**src/verilog/chg_pkg.sv**
```systemverilog
// Package for the charger control and status register block.
// Assumes: a 50 MHz system clock and an APB register bus with 32-bit data.
package chg_pkg;

    // ------------------------------------------------------------------
    // Register indices (byte address is four times the index)
    // ------------------------------------------------------------------
    localparam logic [9:0] CHG_IDX_PROTECT_BOOST = 10'h006;
    localparam logic [9:0] CHG_IDX_SWITCH_TRACK = 10'h007;
    localparam logic [9:0] CHG_IDX_STATUS = 10'h008;
    localparam logic [9:0] CHG_IDX_AUX_CTRL = 10'h010;
    localparam int CHG_ADDR_W = 12;

    // ------------------------------------------------------------------
    // Reset values
    // ------------------------------------------------------------------
    localparam logic [7:0] CHG_RST_PROTECT_BOOST = 8'he6;
    localparam logic [7:0] CHG_RST_SWITCH_TRACK = 8'h4c;
    localparam logic [1:0] CHG_RST_OFFSET_SEL = 2'h0;

    // ------------------------------------------------------------------
    // Field positions, first control register
    // ------------------------------------------------------------------
    localparam int CHG_OVP_LSB = 6;
    localparam int CHG_BOOST_LSB = 4;
    localparam int CHG_VREG_CODE_LSB = 0;

    // ------------------------------------------------------------------
    // Field positions, second control register
    // ------------------------------------------------------------------
    localparam int CHG_DET_BIT = 7;
    localparam int CHG_HALF_BIT = 6;
    localparam int CHG_SWOFF_BIT = 5;
    localparam int CHG_WARM_BIT = 4;
    localparam int CHG_DLY_BIT = 3;
    localparam int CHG_SWRST_BIT = 2;
    localparam int CHG_TRACK_LSB = 0;

    // Bits of the second control register that a watchdog expiry restores
    localparam logic [7:0] CHG_WDOG_MASK = 8'hd4;

    // ------------------------------------------------------------------
    // Field positions, auxiliary control register
    // ------------------------------------------------------------------
    localparam int CHG_AUX_REGRST_BIT = 0;
    localparam int CHG_AUX_OFFSET_LSB = 1;

    // ------------------------------------------------------------------
    // Voltage figures in millivolts
    // ------------------------------------------------------------------
    localparam logic [13:0] CHG_OFFSET_0_MV = 14'd3900;
    localparam logic [13:0] CHG_OFFSET_1_MV = 14'd5900;
    localparam logic [13:0] CHG_OFFSET_2_MV = 14'd7500;
    localparam logic [13:0] CHG_OFFSET_3_MV = 14'd10500;
    localparam logic [13:0] CHG_VREG_STEP_MV = 14'd100;
    localparam logic [13:0] CHG_TRACK_1_MV = 14'd200;
    localparam logic [13:0] CHG_TRACK_2_MV = 14'd250;
    localparam logic [13:0] CHG_TRACK_3_MV = 14'd300;
    localparam logic [13:0] CHG_WARM_LIMIT_MV = 14'd4100;

    // ------------------------------------------------------------------
    // Timing
    // ------------------------------------------------------------------
    localparam longint CHG_CLK_HZ = 50_000_000;
    localparam longint CHG_SHIP_DLY_S = 12;
    localparam int CHG_SHIP_DLY_CYC = int'(CHG_SHIP_DLY_S * CHG_CLK_HZ);
    localparam int CHG_CNT_W = 30;

    // Battery switch states
    typedef enum logic [1:0] {
        CHG_SW_ON,
        CHG_SW_WAIT,
        CHG_SW_OFF
    } chg_sw_e;

    // Synchronised status inputs
    localparam int CHG_STAT_W = 13;

endpackage : chg_pkg

```
**src/verilog/chg_sync_if.sv**
```systemverilog
// Interface carrying raw and synchronised status bits.
// Assumes: one clock for both ends.
interface chg_sync_if #(parameter int W = 1);
    logic [W-1:0] raw;
    logic [W-1:0] sync;
    modport user (output raw, input sync);
    modport sync_end (input raw, output sync);
endinterface : chg_sync_if

```
**src/verilog/chg_sync.sv**
```systemverilog
// Two-stage synchroniser for a bundle of asynchronous level inputs.
// Assumes: the bits are independent levels; no bundle coherence is needed.
module chg_sync #(
    parameter int W = 1
) (
    input wire logic clock,
    input wire logic rst,
    chg_sync_if.sync_end port
);
    typedef struct packed {
        logic [W-1:0] meta;
        logic [W-1:0] sync;
    } chg_sync_s;

    chg_sync_s s_q;
    chg_sync_s s_d;

    // First stage feeds only the second stage
    always_comb begin
        s_d.meta = port.raw;
        s_d.sync = s_q.meta;
    end

    // Register both stages
    always_ff @(posedge clock) begin
        if (rst) begin
            s_q <= '0;
        end else begin
            s_q <= s_d;
        end
    end

    assign port.sync = s_q.sync;

endmodule : chg_sync

```
**src/verilog/chg_regs.sv**
```systemverilog
// Charger control and status registers behind an APB slave.
// Assumes: status inputs come from analog pins (synchronised here); the
// battery voltage, charge voltage and watchdog expiry come from logic on
// the same clock.
//
// Contract
// - Control bits 7:6 pick input over-voltage level; reset is 14V code.
// - Control bits 5:4 pick boost output target; reset is 5.15V code.
// - Input regulation threshold is offset plus 100mV times code; code resets 0110.
// - Offset select gives 3.9V, 5.9V, 7.5V or 10.5V offset.
// - Writing 1 with input present forces current detection; clears when done.
// - Half-rate bit slows safety timer during DPM, cool or thermal regulation.
// - Switch-off bit turns battery switch off, immediately or after ship delay.
// - Delay bit: 0 turns off at once, 1 after twelve seconds.
// - Warm band charges to min of 4.1V and programmed unless bit set.
// - Bit 2 enables switch-based full system reset; reset value one.
// - Tracking adds 200/250/300mV to battery; larger of both is used.
// - Status bits 7:5 report the input source type code.
// - Pin-selected variant reports its source codes in the same field.
// - Status bits 4:3 report the charge phase.
// - Status bit 2 reports input power good.
// - Status bit 1 reports thermal regulation active.
// - Status bit 0 reports minimum system regulation active.
// - Status register is read-only and reflects live conditions.
// - Register reset restores defaults, resets safety timer, then self-clears.
//
// Our own choice: the APB slave port.

module chg_regs
    import chg_pkg::*;
#(
    parameter int SHIP_DLY_CYC = chg_pkg::CHG_SHIP_DLY_CYC
) (
    // Clock and reset
    input wire logic clock,
    input wire logic rst,

    // APB slave
    input wire logic psel,
    input wire logic penable,
    input wire logic pwrite,
    input wire logic [chg_pkg::CHG_ADDR_W-1:0] paddr,
    input wire logic [31:0] pwdata,
    input wire logic [3:0] pstrb,
    output logic [31:0] prdata,
    output logic pready,
    output logic pslverr,

    // Asynchronous status inputs
    input wire logic [2:0] source_type_in,
    input wire logic [1:0] charge_phase_in,
    input wire logic power_good_in,
    input wire logic thermal_reg_in,
    input wire logic min_system_reg_in,
    input wire logic vbus_present_in,
    input wire logic detect_done_in,
    input wire logic dpm_active_in,
    input wire logic cool_band_in,
    input wire logic warm_band_in,

    // Same-clock inputs
    input wire logic watchdog_expired,
    input wire logic [13:0] battery_mv,
    input wire logic [13:0] programmed_charge_mv,

    // Control outputs
    output logic [1:0] input_overvolt_level,
    output logic [1:0] boost_output_target,
    output logic [13:0] input_reg_threshold_mv,
    output logic [13:0] charge_target_mv,
    output logic force_current_detect,
    output logic safety_timer_half_rate,
    output logic safety_timer_reset,
    output logic battery_switch_on,
    output logic switch_system_reset_enable
);
    import chg_pkg::*;

    // ------------------------------------------------------------------
    // State
    // ------------------------------------------------------------------
    typedef struct packed {
        // Fields
        logic [7:0] ctl_a;
        logic [7:0] ctl_b;
        logic [1:0] offset_sel;
        logic reg_reset;
        logic tmr_reset;

        // Bus answer
        logic pready;
        logic pslverr;
        logic [31:0] prdata;

        // Switch
        chg_sw_e sw;
        logic [CHG_CNT_W-1:0] cnt;

        // Outputs
        logic sw_on;
        logic half_rate;
        logic [13:0] vin_reg_mv;
        logic [13:0] chg_mv;
    } chg_state_s;

    chg_state_s s_q;
    chg_state_s s_d;

    // ------------------------------------------------------------------
    // Status input synchronisers
    // ------------------------------------------------------------------
    chg_sync_if #(.W(CHG_STAT_W)) stat_if ();

    // Pins in bit order
    assign stat_if.raw = {source_type_in, charge_phase_in, power_good_in,
                          thermal_reg_in, min_system_reg_in, vbus_present_in,
                          detect_done_in, dpm_active_in, cool_band_in,
                          warm_band_in};

    // Two flops per pin
    chg_sync #(.W(CHG_STAT_W)) u_sync (
        .clock(clock),
        .rst(rst),
        .port(stat_if.sync_end)
    );

    logic [7:0] status_byte;
    logic vbus_s;
    logic done_s;
    logic dpm_s;
    logic cool_s;
    logic warm_s;

    // Live status byte and internal condition levels
    assign status_byte = stat_if.sync[12:5];

    // Condition levels
    assign vbus_s = stat_if.sync[4];
    assign done_s = stat_if.sync[3];
    assign dpm_s = stat_if.sync[2];
    assign cool_s = stat_if.sync[1];
    assign warm_s = stat_if.sync[0];

    // ------------------------------------------------------------------
    // Bus decode
    // ------------------------------------------------------------------
    logic [9:0] idx;
    logic aligned;
    logic access;
    logic wr_en;
    logic mapped;

    // Current transfer
    assign idx = paddr[CHG_ADDR_W-1:2];
    assign aligned = (paddr[1:0] == 2'h0);
    assign access = psel && penable && !s_q.pready;
    // Write on answer edge
    assign wr_en = psel && penable && s_q.pready && pwrite && pstrb[0] && aligned;
    assign mapped = aligned && ((idx == CHG_IDX_PROTECT_BOOST)
                    || (idx == CHG_IDX_SWITCH_TRACK)
                    || (idx == CHG_IDX_STATUS)
                    || (idx == CHG_IDX_AUX_CTRL));

    // ------------------------------------------------------------------
    // Derived voltages
    // ------------------------------------------------------------------
    logic [13:0] offset_mv;
    logic [13:0] code_mv;
    logic [13:0] track_mv;
    logic [13:0] reg_mv;

    // Offset, code step and tracking add-on
    always_comb begin
        case (s_q.offset_sel)
            2'h0: offset_mv = CHG_OFFSET_0_MV;
            2'h1: offset_mv = CHG_OFFSET_1_MV;
            2'h2: offset_mv = CHG_OFFSET_2_MV;
            default: offset_mv = CHG_OFFSET_3_MV;
        endcase

        // Register code step
        code_mv = 14'(CHG_VREG_STEP_MV * 14'(s_q.ctl_a[CHG_VREG_CODE_LSB +: 4]));
        reg_mv = 14'(offset_mv + code_mv);

        // Battery tracking
        case (s_q.ctl_b[CHG_TRACK_LSB +: 2])
            2'h1: track_mv = 14'(battery_mv + CHG_TRACK_1_MV);
            2'h2: track_mv = 14'(battery_mv + CHG_TRACK_2_MV);
            2'h3: track_mv = 14'(battery_mv + CHG_TRACK_3_MV);
            default: track_mv = 14'h0;
        endcase
    end

    // ------------------------------------------------------------------
    // Next state
    // ------------------------------------------------------------------
    always_comb begin
        // Hold by default
        s_d = s_q;
        s_d.tmr_reset = 1'b0;

        // One-wait-state slave: pready rises for one cycle
        s_d.pready = access;
        s_d.pslverr = access && !mapped;

        // Read data
        if (access && !pwrite) begin
            case (mapped ? idx : 10'h3ff)
                CHG_IDX_PROTECT_BOOST: s_d.prdata = {24'h0, s_q.ctl_a};
                CHG_IDX_SWITCH_TRACK: s_d.prdata = {24'h0, s_q.ctl_b};
                CHG_IDX_STATUS: s_d.prdata = {24'h0, status_byte};
                CHG_IDX_AUX_CTRL: s_d.prdata = {29'h0, s_q.offset_sel, s_q.reg_reset};
                default: s_d.prdata = 32'h0;
            endcase
        end else if (access) begin
            s_d.prdata = 32'h0;
        end

        // Hardware ends a forced detection when it completes
        if (done_s) begin
            s_d.ctl_b[CHG_DET_BIT] = 1'b0;
        end

        // Host writes; the status register ignores them
        if (wr_en) begin
            case (idx)
                CHG_IDX_PROTECT_BOOST: s_d.ctl_a = pwdata[7:0];

                CHG_IDX_SWITCH_TRACK: begin
                    s_d.ctl_b = pwdata[7:0];
                    // Set wins over the done clear; needs input present
                    s_d.ctl_b[CHG_DET_BIT] = pwdata[CHG_DET_BIT] && vbus_s;
                end

                CHG_IDX_AUX_CTRL: begin
                    s_d.offset_sel = pwdata[CHG_AUX_OFFSET_LSB +: 2];
                    s_d.reg_reset = pwdata[CHG_AUX_REGRST_BIT];
                end

                default: s_d.reg_reset = s_q.reg_reset;
            endcase
        end

        // Watchdog expiry restores its subset of the second register
        if (watchdog_expired) begin
            s_d.ctl_b = (s_d.ctl_b & ~CHG_WDOG_MASK)
                        | (CHG_RST_SWITCH_TRACK & CHG_WDOG_MASK);
        end

        // Register reset: defaults, safety timer reset, self clear
        if (s_q.reg_reset) begin
            s_d.ctl_a = CHG_RST_PROTECT_BOOST;
            s_d.ctl_b = CHG_RST_SWITCH_TRACK;
            s_d.offset_sel = CHG_RST_OFFSET_SEL;
            s_d.reg_reset = 1'b0;
            s_d.tmr_reset = 1'b1;
        end

        // Battery switch sequencing
        case (s_q.sw)
            // Switch closed
            CHG_SW_ON: begin
                s_d.cnt = '0;
                if (s_q.ctl_b[CHG_SWOFF_BIT]) begin
                    s_d.sw = s_q.ctl_b[CHG_DLY_BIT] ? CHG_SW_WAIT : CHG_SW_OFF;
                end
            end

            // Ship delay
            CHG_SW_WAIT: begin
                if (!s_q.ctl_b[CHG_SWOFF_BIT]) begin
                    s_d.sw = CHG_SW_ON;
                end else if (s_q.cnt == CHG_CNT_W'(SHIP_DLY_CYC - 1)) begin
                    s_d.sw = CHG_SW_OFF;
                end else begin
                    s_d.cnt = CHG_CNT_W'(s_q.cnt + 1'b1);
                end
            end

            // Switch open
            CHG_SW_OFF: begin
                if (!s_q.ctl_b[CHG_SWOFF_BIT]) begin
                    s_d.sw = CHG_SW_ON;
                end
            end

            default: s_d.sw = CHG_SW_ON;
        endcase

        s_d.sw_on = (s_d.sw != CHG_SW_OFF);

        // Half-rate safety timer during DPM, cool band or thermal regulation
        s_d.half_rate = s_q.ctl_b[CHG_HALF_BIT]
                        && (dpm_s || cool_s || status_byte[1]);

        // Input regulation: larger of register threshold and tracking
        s_d.vin_reg_mv = (track_mv > reg_mv) ? track_mv : reg_mv;

        // Warm band charge voltage
        if (warm_s && !s_q.ctl_b[CHG_WARM_BIT]) begin
            s_d.chg_mv = (programmed_charge_mv < CHG_WARM_LIMIT_MV)
                         ? programmed_charge_mv : CHG_WARM_LIMIT_MV;
        end else begin
            s_d.chg_mv = programmed_charge_mv;
        end
    end

    // ------------------------------------------------------------------
    // State register
    // ------------------------------------------------------------------
    always_ff @(posedge clock) begin
        if (rst) begin
            s_q <= '0;
            // Defaults over zero
            s_q.ctl_a <= CHG_RST_PROTECT_BOOST;
            s_q.ctl_b <= CHG_RST_SWITCH_TRACK;
            s_q.offset_sel <= CHG_RST_OFFSET_SEL;
            s_q.sw <= CHG_SW_ON;
            s_q.sw_on <= 1'b1;
        end else begin
            s_q <= s_d;
        end
    end

    // ------------------------------------------------------------------
    // Outputs, all from flip-flops
    // ------------------------------------------------------------------
    // Bus answer
    assign prdata = s_q.prdata;
    assign pready = s_q.pready;
    assign pslverr = s_q.pslverr;

    // Register fields
    assign input_overvolt_level = s_q.ctl_a[CHG_OVP_LSB +: 2];
    assign boost_output_target = s_q.ctl_a[CHG_BOOST_LSB +: 2];

    // Derived levels
    assign input_reg_threshold_mv = s_q.vin_reg_mv;
    assign charge_target_mv = s_q.chg_mv;

    // Detect, timer, switch
    assign force_current_detect = s_q.ctl_b[CHG_DET_BIT];
    assign safety_timer_half_rate = s_q.half_rate;
    assign safety_timer_reset = s_q.tmr_reset;
    assign battery_switch_on = s_q.sw_on;
    assign switch_system_reset_enable = s_q.ctl_b[CHG_SWRST_BIT];

endmodule : chg_regs

```
**config.mk**
```make
export PLATFORM = sky130hd
export DESIGN_NAME = chg_regs
export DESIGN_NICKNAME = d
export VERILOG_FILES = /design/src/verilog/chg_pkg.sv /design/src/verilog/chg_sync_if.sv /design/src/verilog/chg_sync.sv /design/src/verilog/chg_regs.sv
export SDC_FILE = /design/constraint.sdc
export NUM_CORES = 1
export LEC_CHECK = 0
export ABC_AREA = 1
export BUFFER_PORTS_ARGS = -buffer_cell sky130_fd_sc_hd__clkbuf_2
export CORE_ASPECT_RATIO = 1.75
export CORE_MARGIN = 8
export CORE_UTILIZATION = 60
export DETAILED_ROUTE_END_ITERATION = 6
export GPL_TIMING_DRIVEN = 1
export PLACE_DENSITY = 0.86
export SLEW_MARGIN = 20
export SYNTH_ARGS = -nofsm -noshare
export SYNTH_HDL_FRONTEND = slang
export SYNTH_SLANG_ARGS = --single-unit
```
**constraint.sdc**
```tcl
create_clock -name clock -period 12.4 [get_ports clock]
set_input_delay 0 -clock clock [delete_from_list [all_inputs] [get_ports clock]]
set_output_delay 0 -clock clock [all_outputs]
set_load 0.01 [all_outputs]
```
==> summary.md <==
| Metric | Value |
|---|---|
| Critical Path RT | around 13 ns |
| Worst EP arrival | between 4 and 5 ns |
| Worst-Margin Slew | between 1 and 1.5 ns |
| Vias in the first global route | 7,740 |
| Share of cells above drive strength 1 | 13.36% |
| Die height | 165.9 µm |
| Top Ports | approximately 170 |
| R2R cell count | 24 |
| Leading cell type in the layout, fill and taps excluded | nand2_1 |
| WL final | 21,600 µm |
| Hold Path Class | input pin to flip-flop |
| Via/cell ratio | 5.407 |
| Synth Register Bits | 118 |
| Area delta synth->final | 15.98% |
| Wire per inst | around 15 µm |
| Achievable frequency | around 0.22 GHz |
| Antenna Violating Nets Remaining | 0 |
| CTS H-tree lvls | 4 |
| Period minus WS final | 4.509 ns |
| Worst setup path class | flip-flop to flip-flop |
| Syn_area_per_cell | approximately 6.5 µm² |
| CTS tree | built |
| Slew margin rel. | ~28% |
| R2r setup slk | just under 8 ns |
| DIE WIDTH | between 100 and 150 µm |
| Hold Vio Cnt, Final | 0 |
| Largest net degree at the start of global routing | 75 |
| Commonest cells after routing, fill and taps aside | 275 x nand2_1, 177 x nor2_1, 137 x inv_1 |
| PwrDens | 105.6 mW/mm² |
| CTS buffer count | 17 |
| Vias | a little under 8,000 |
| RSZ-0062 raised after global routing | no |
| Gr usage total | 25.61% |
| Die ar. | 0.01686 mm² |
| Initial antenna violation count | 1 |
| Post-DP HPWL | ~15,000 µm |
| Post-Syn Area | around 0.0077 mm² |
| Post-synthesis sequential area ratio | 30.67% |
| Post-synthesis adder-cell area fraction | under 10% |
| Clk_lat worst skew | roughly 0.43 ns |
| Worst reg2reg endpoint | input_reg_threshold_mv[1]$_SDFF_PP0_ |
| Largest fanout on the critical path | 10 |
| Largest family of logic cells by synthesized area | simple AND/OR/NAND/NOR gates |
| Critical path origin | s_q[108]$_SDFFE_PP0P_ |
| Crit. End Element | flip-flop |
| Hold WS | around 0.06 ns |
| Initial DRC Count | 591 |
| Post-synth EDFFs | 0 |
| Status | finished clean |
| Post-synthesis cell type count | 45 |
| Crit path launch type | flip-flop |
| Post-synth top flop | dfxtp_1 |
| Nets | between 1,000 and 1,500 |
| DRC viols | 0 |
| Setup_tns | 0 ns |
| Fraction of registers with async set/reset | 0% |
| I/O Buffers | 114 |
| Mux contribution to synthesized area | 0% |
| Gr ovfl total | 0 |
| CP endpoint | input_reg_threshold_mv[1]$_SDFF_PP0_ |
| Synth warn | 0 |
| Reg clk slew, reported paths | approximately 0.060 ns |
| Final Util | a little over two thirds |
| Compound-gate portion of the synthesized area | a little under a tenth |
| Clk Tree Root Cell | clkbuf_16 |
| Leakage | 4.036 nW |
| CORE AREA | between 0.01 and 0.015 mm² |
| First-pass GRT wire length | approximately 35,000 µm |
| Fin crit share | 36.36% |
| Xor and xnor area share after synthesis | 2.956% |
| Clock Skews | between 0.01 and 0.015 ns |
| Post-Synth Simple-Gate Area | about a third |
| Worst r2r src | s_q[108]$_SDFFE_PP0P_ |
| IR drop worst, VDD | 109.3 µV |
| MaxCap Viol Count | 0 |
| Synth top area cells | dfxtp_1 31%, nand2_1 13%, nor2_1 8.6%, nand3_1 7.2%, inv_1 6.7% |
| Final-report setup violation count | 0 |
| Cell count after synthesis | 1,177 |
| Final Slew Violations | 0 |
| Routability cong. | approximately 0.93 |
| Drt pass-1 iters | 6 |
| Clock buffer depth | 2 |
| Clk sink count | ~120 |
| Synth top area share | between 30 and 40% |
| Leading area contributor after synthesis | dfxtp_1 |
| Starting Density | between 60% and 70% |
| Row count | 55 |
==> power by group <==
group / leakage (nW) / internal [mW] / switching [mW] / total [mW]
Clock: 0.281 / 0.268 / 0.214 / 0.483
Combinational: 2.79 / 0.0276 / 0.0431 / 0.0707
Sequential: 0.962 / 0.387 / 0.00275 / 0.390
Total: 4.04 / 0.683 / 0.260 / 0.943
==> through the flow <==
| step | cells | total power [mW] | instance area (µm²) | setup slack (ns) |
|---|---|---|---|---|
| after floorplan | 1200 | 0.4412 | 7789 | 8.472 |
| after global placement | 1394 | 0.4546 | 7949 | 8.061 |
| after detailed placement | 1394 | 0.4562 | 7949 | 7.933 |
| after CTS | 1466 | 0.9401 | 8931 | 7.913 |
| after global routing | 1467 | 0.9687 | 8934 | 7.521 |
| final | 1467 | 0.9432 | 8934 | 7.891 |
==> flip-flops by register name, indices dropped and copies added (netlist names) <==
register	flops
pready	1
prdata	8
battery_switch_on	1
u_sync.port.sync	13
safety_timer_reset	1
input_reg_threshold_mv	14
force_current_detect	1
input_overvolt_level	2
pslverr	1
boost_output_target	2
s_q	45
charge_target_mv	14
u_sync.s_d	13
safety_timer_half_rate	1
switch_system_reset_enable	1
==> synthesized netlist by cell type, drive strengths merged, types with 11 or more instances <==
library cell	count
xnor2	11
nor2	186
buf	76
nand2	282
clkbuf	16
o21ai	31
dfxtp	118
nand4	26
a21oi	73
inv	141
nor3	13
xor2	15
ha	40
nand3	112
==> how the worst min path moves through the flow <==
| stage | startpoint | to | slack [ns] | cells past startpoint |
|---|---|---|---|---|
| final | pstrb[0] | s_q[97]$_SDFFE_PP0P_ | 0.06 | 5 |
| after global routing | pstrb[0] | s_q[97]$_SDFFE_PP0P_ | 0.10 | 5 |
| after CTS | pstrb[0] | s_q[97]$_SDFFE_PP0P_ | 0.04 | 5 |
| after detailed placement | detect_done_in | u_sync.s_d[3]$_SDFF_PP0_ | 0.20 | 3 |
| after global placement | vbus_present_in | u_sync.s_d[4]$_SDFF_PP0_ | 0.19 | 3 |
| after floorplan | warm_band_in | u_sync.s_d[0]$_SDFF_PP0_ | 0.11 | 2 |
==> final cells by class <==
class | count | area, µm²
Sequential cell | 118 | 2362
Multi-Input combinational cell | 848 | 4262
Timing Repair Buffer | 155 | 978.4
Clock inverter | 15 | 156.4
Clock buffer | 17 | 425.4
Fill cell | 999 | 3797
Antenna cell | 1 | 2.502
Tap cell | 171 | 214.0
Inverter | 142 | 533.0
==> per-layer routing <==
metal | vias up | part of all wire, % | wire [µm] | GRT usage (%)
li1 | 3890 | - | - | -
met1 | 3606 | 36 | 7728 | 24.67
met2 | 342 | 52 | 11310 | 45.88
met3 | 94 | 6.3 | 1355 | 6.549
met4 | 0 | 5.6 | 1208 | 16.63
met5 | - | 0 | 0 | 0
==> cells by family (layout without fill, tap and decap cells) <==
group / after synthesis / count (layout)
and+or+nand+nor: 628 / 628
DFF: 118 / 118
AOI/OAI and AO/OA: 128 / 128
adders and majority gates: 42 / 42
buffers and inverters: 234 / 329
other: 1 / 25
xor gates and xnor gates: 26 / 26
==> critical path, stage by stage (launching register included) <==
cell      delay, ns
dfxtp_1        0.47
ha_1           0.29
ha_1           0.23
fa_1           0.43
nand2_1        0.11
inv_1          0.06
a21o_1         0.16
xor2_1         0.14
ha_1           0.32
a21oi_1        0.12
or2_2          0.28
nand3_1        0.10
xor2_1         0.19
inv_1          0.06
ha_1           0.29
nand2_1        0.11
nor2_1         0.15
nand2_1        0.06
o21bai_1       0.14
nand3_1        0.09
nand2_2        0.14
inv_2          0.09
nand2_1        0.09
or2_1          0.26
inv_1          0.06
==> what timing repair did <==
action                                 in CTS  in global routing
endpoints found under the hold margin      55                  0
gates resized for setup                     0                  0
buffers inserted                            0                  0
hold buffers                               40                  0
Note: power is estimated with default switching activity, not from simulation.
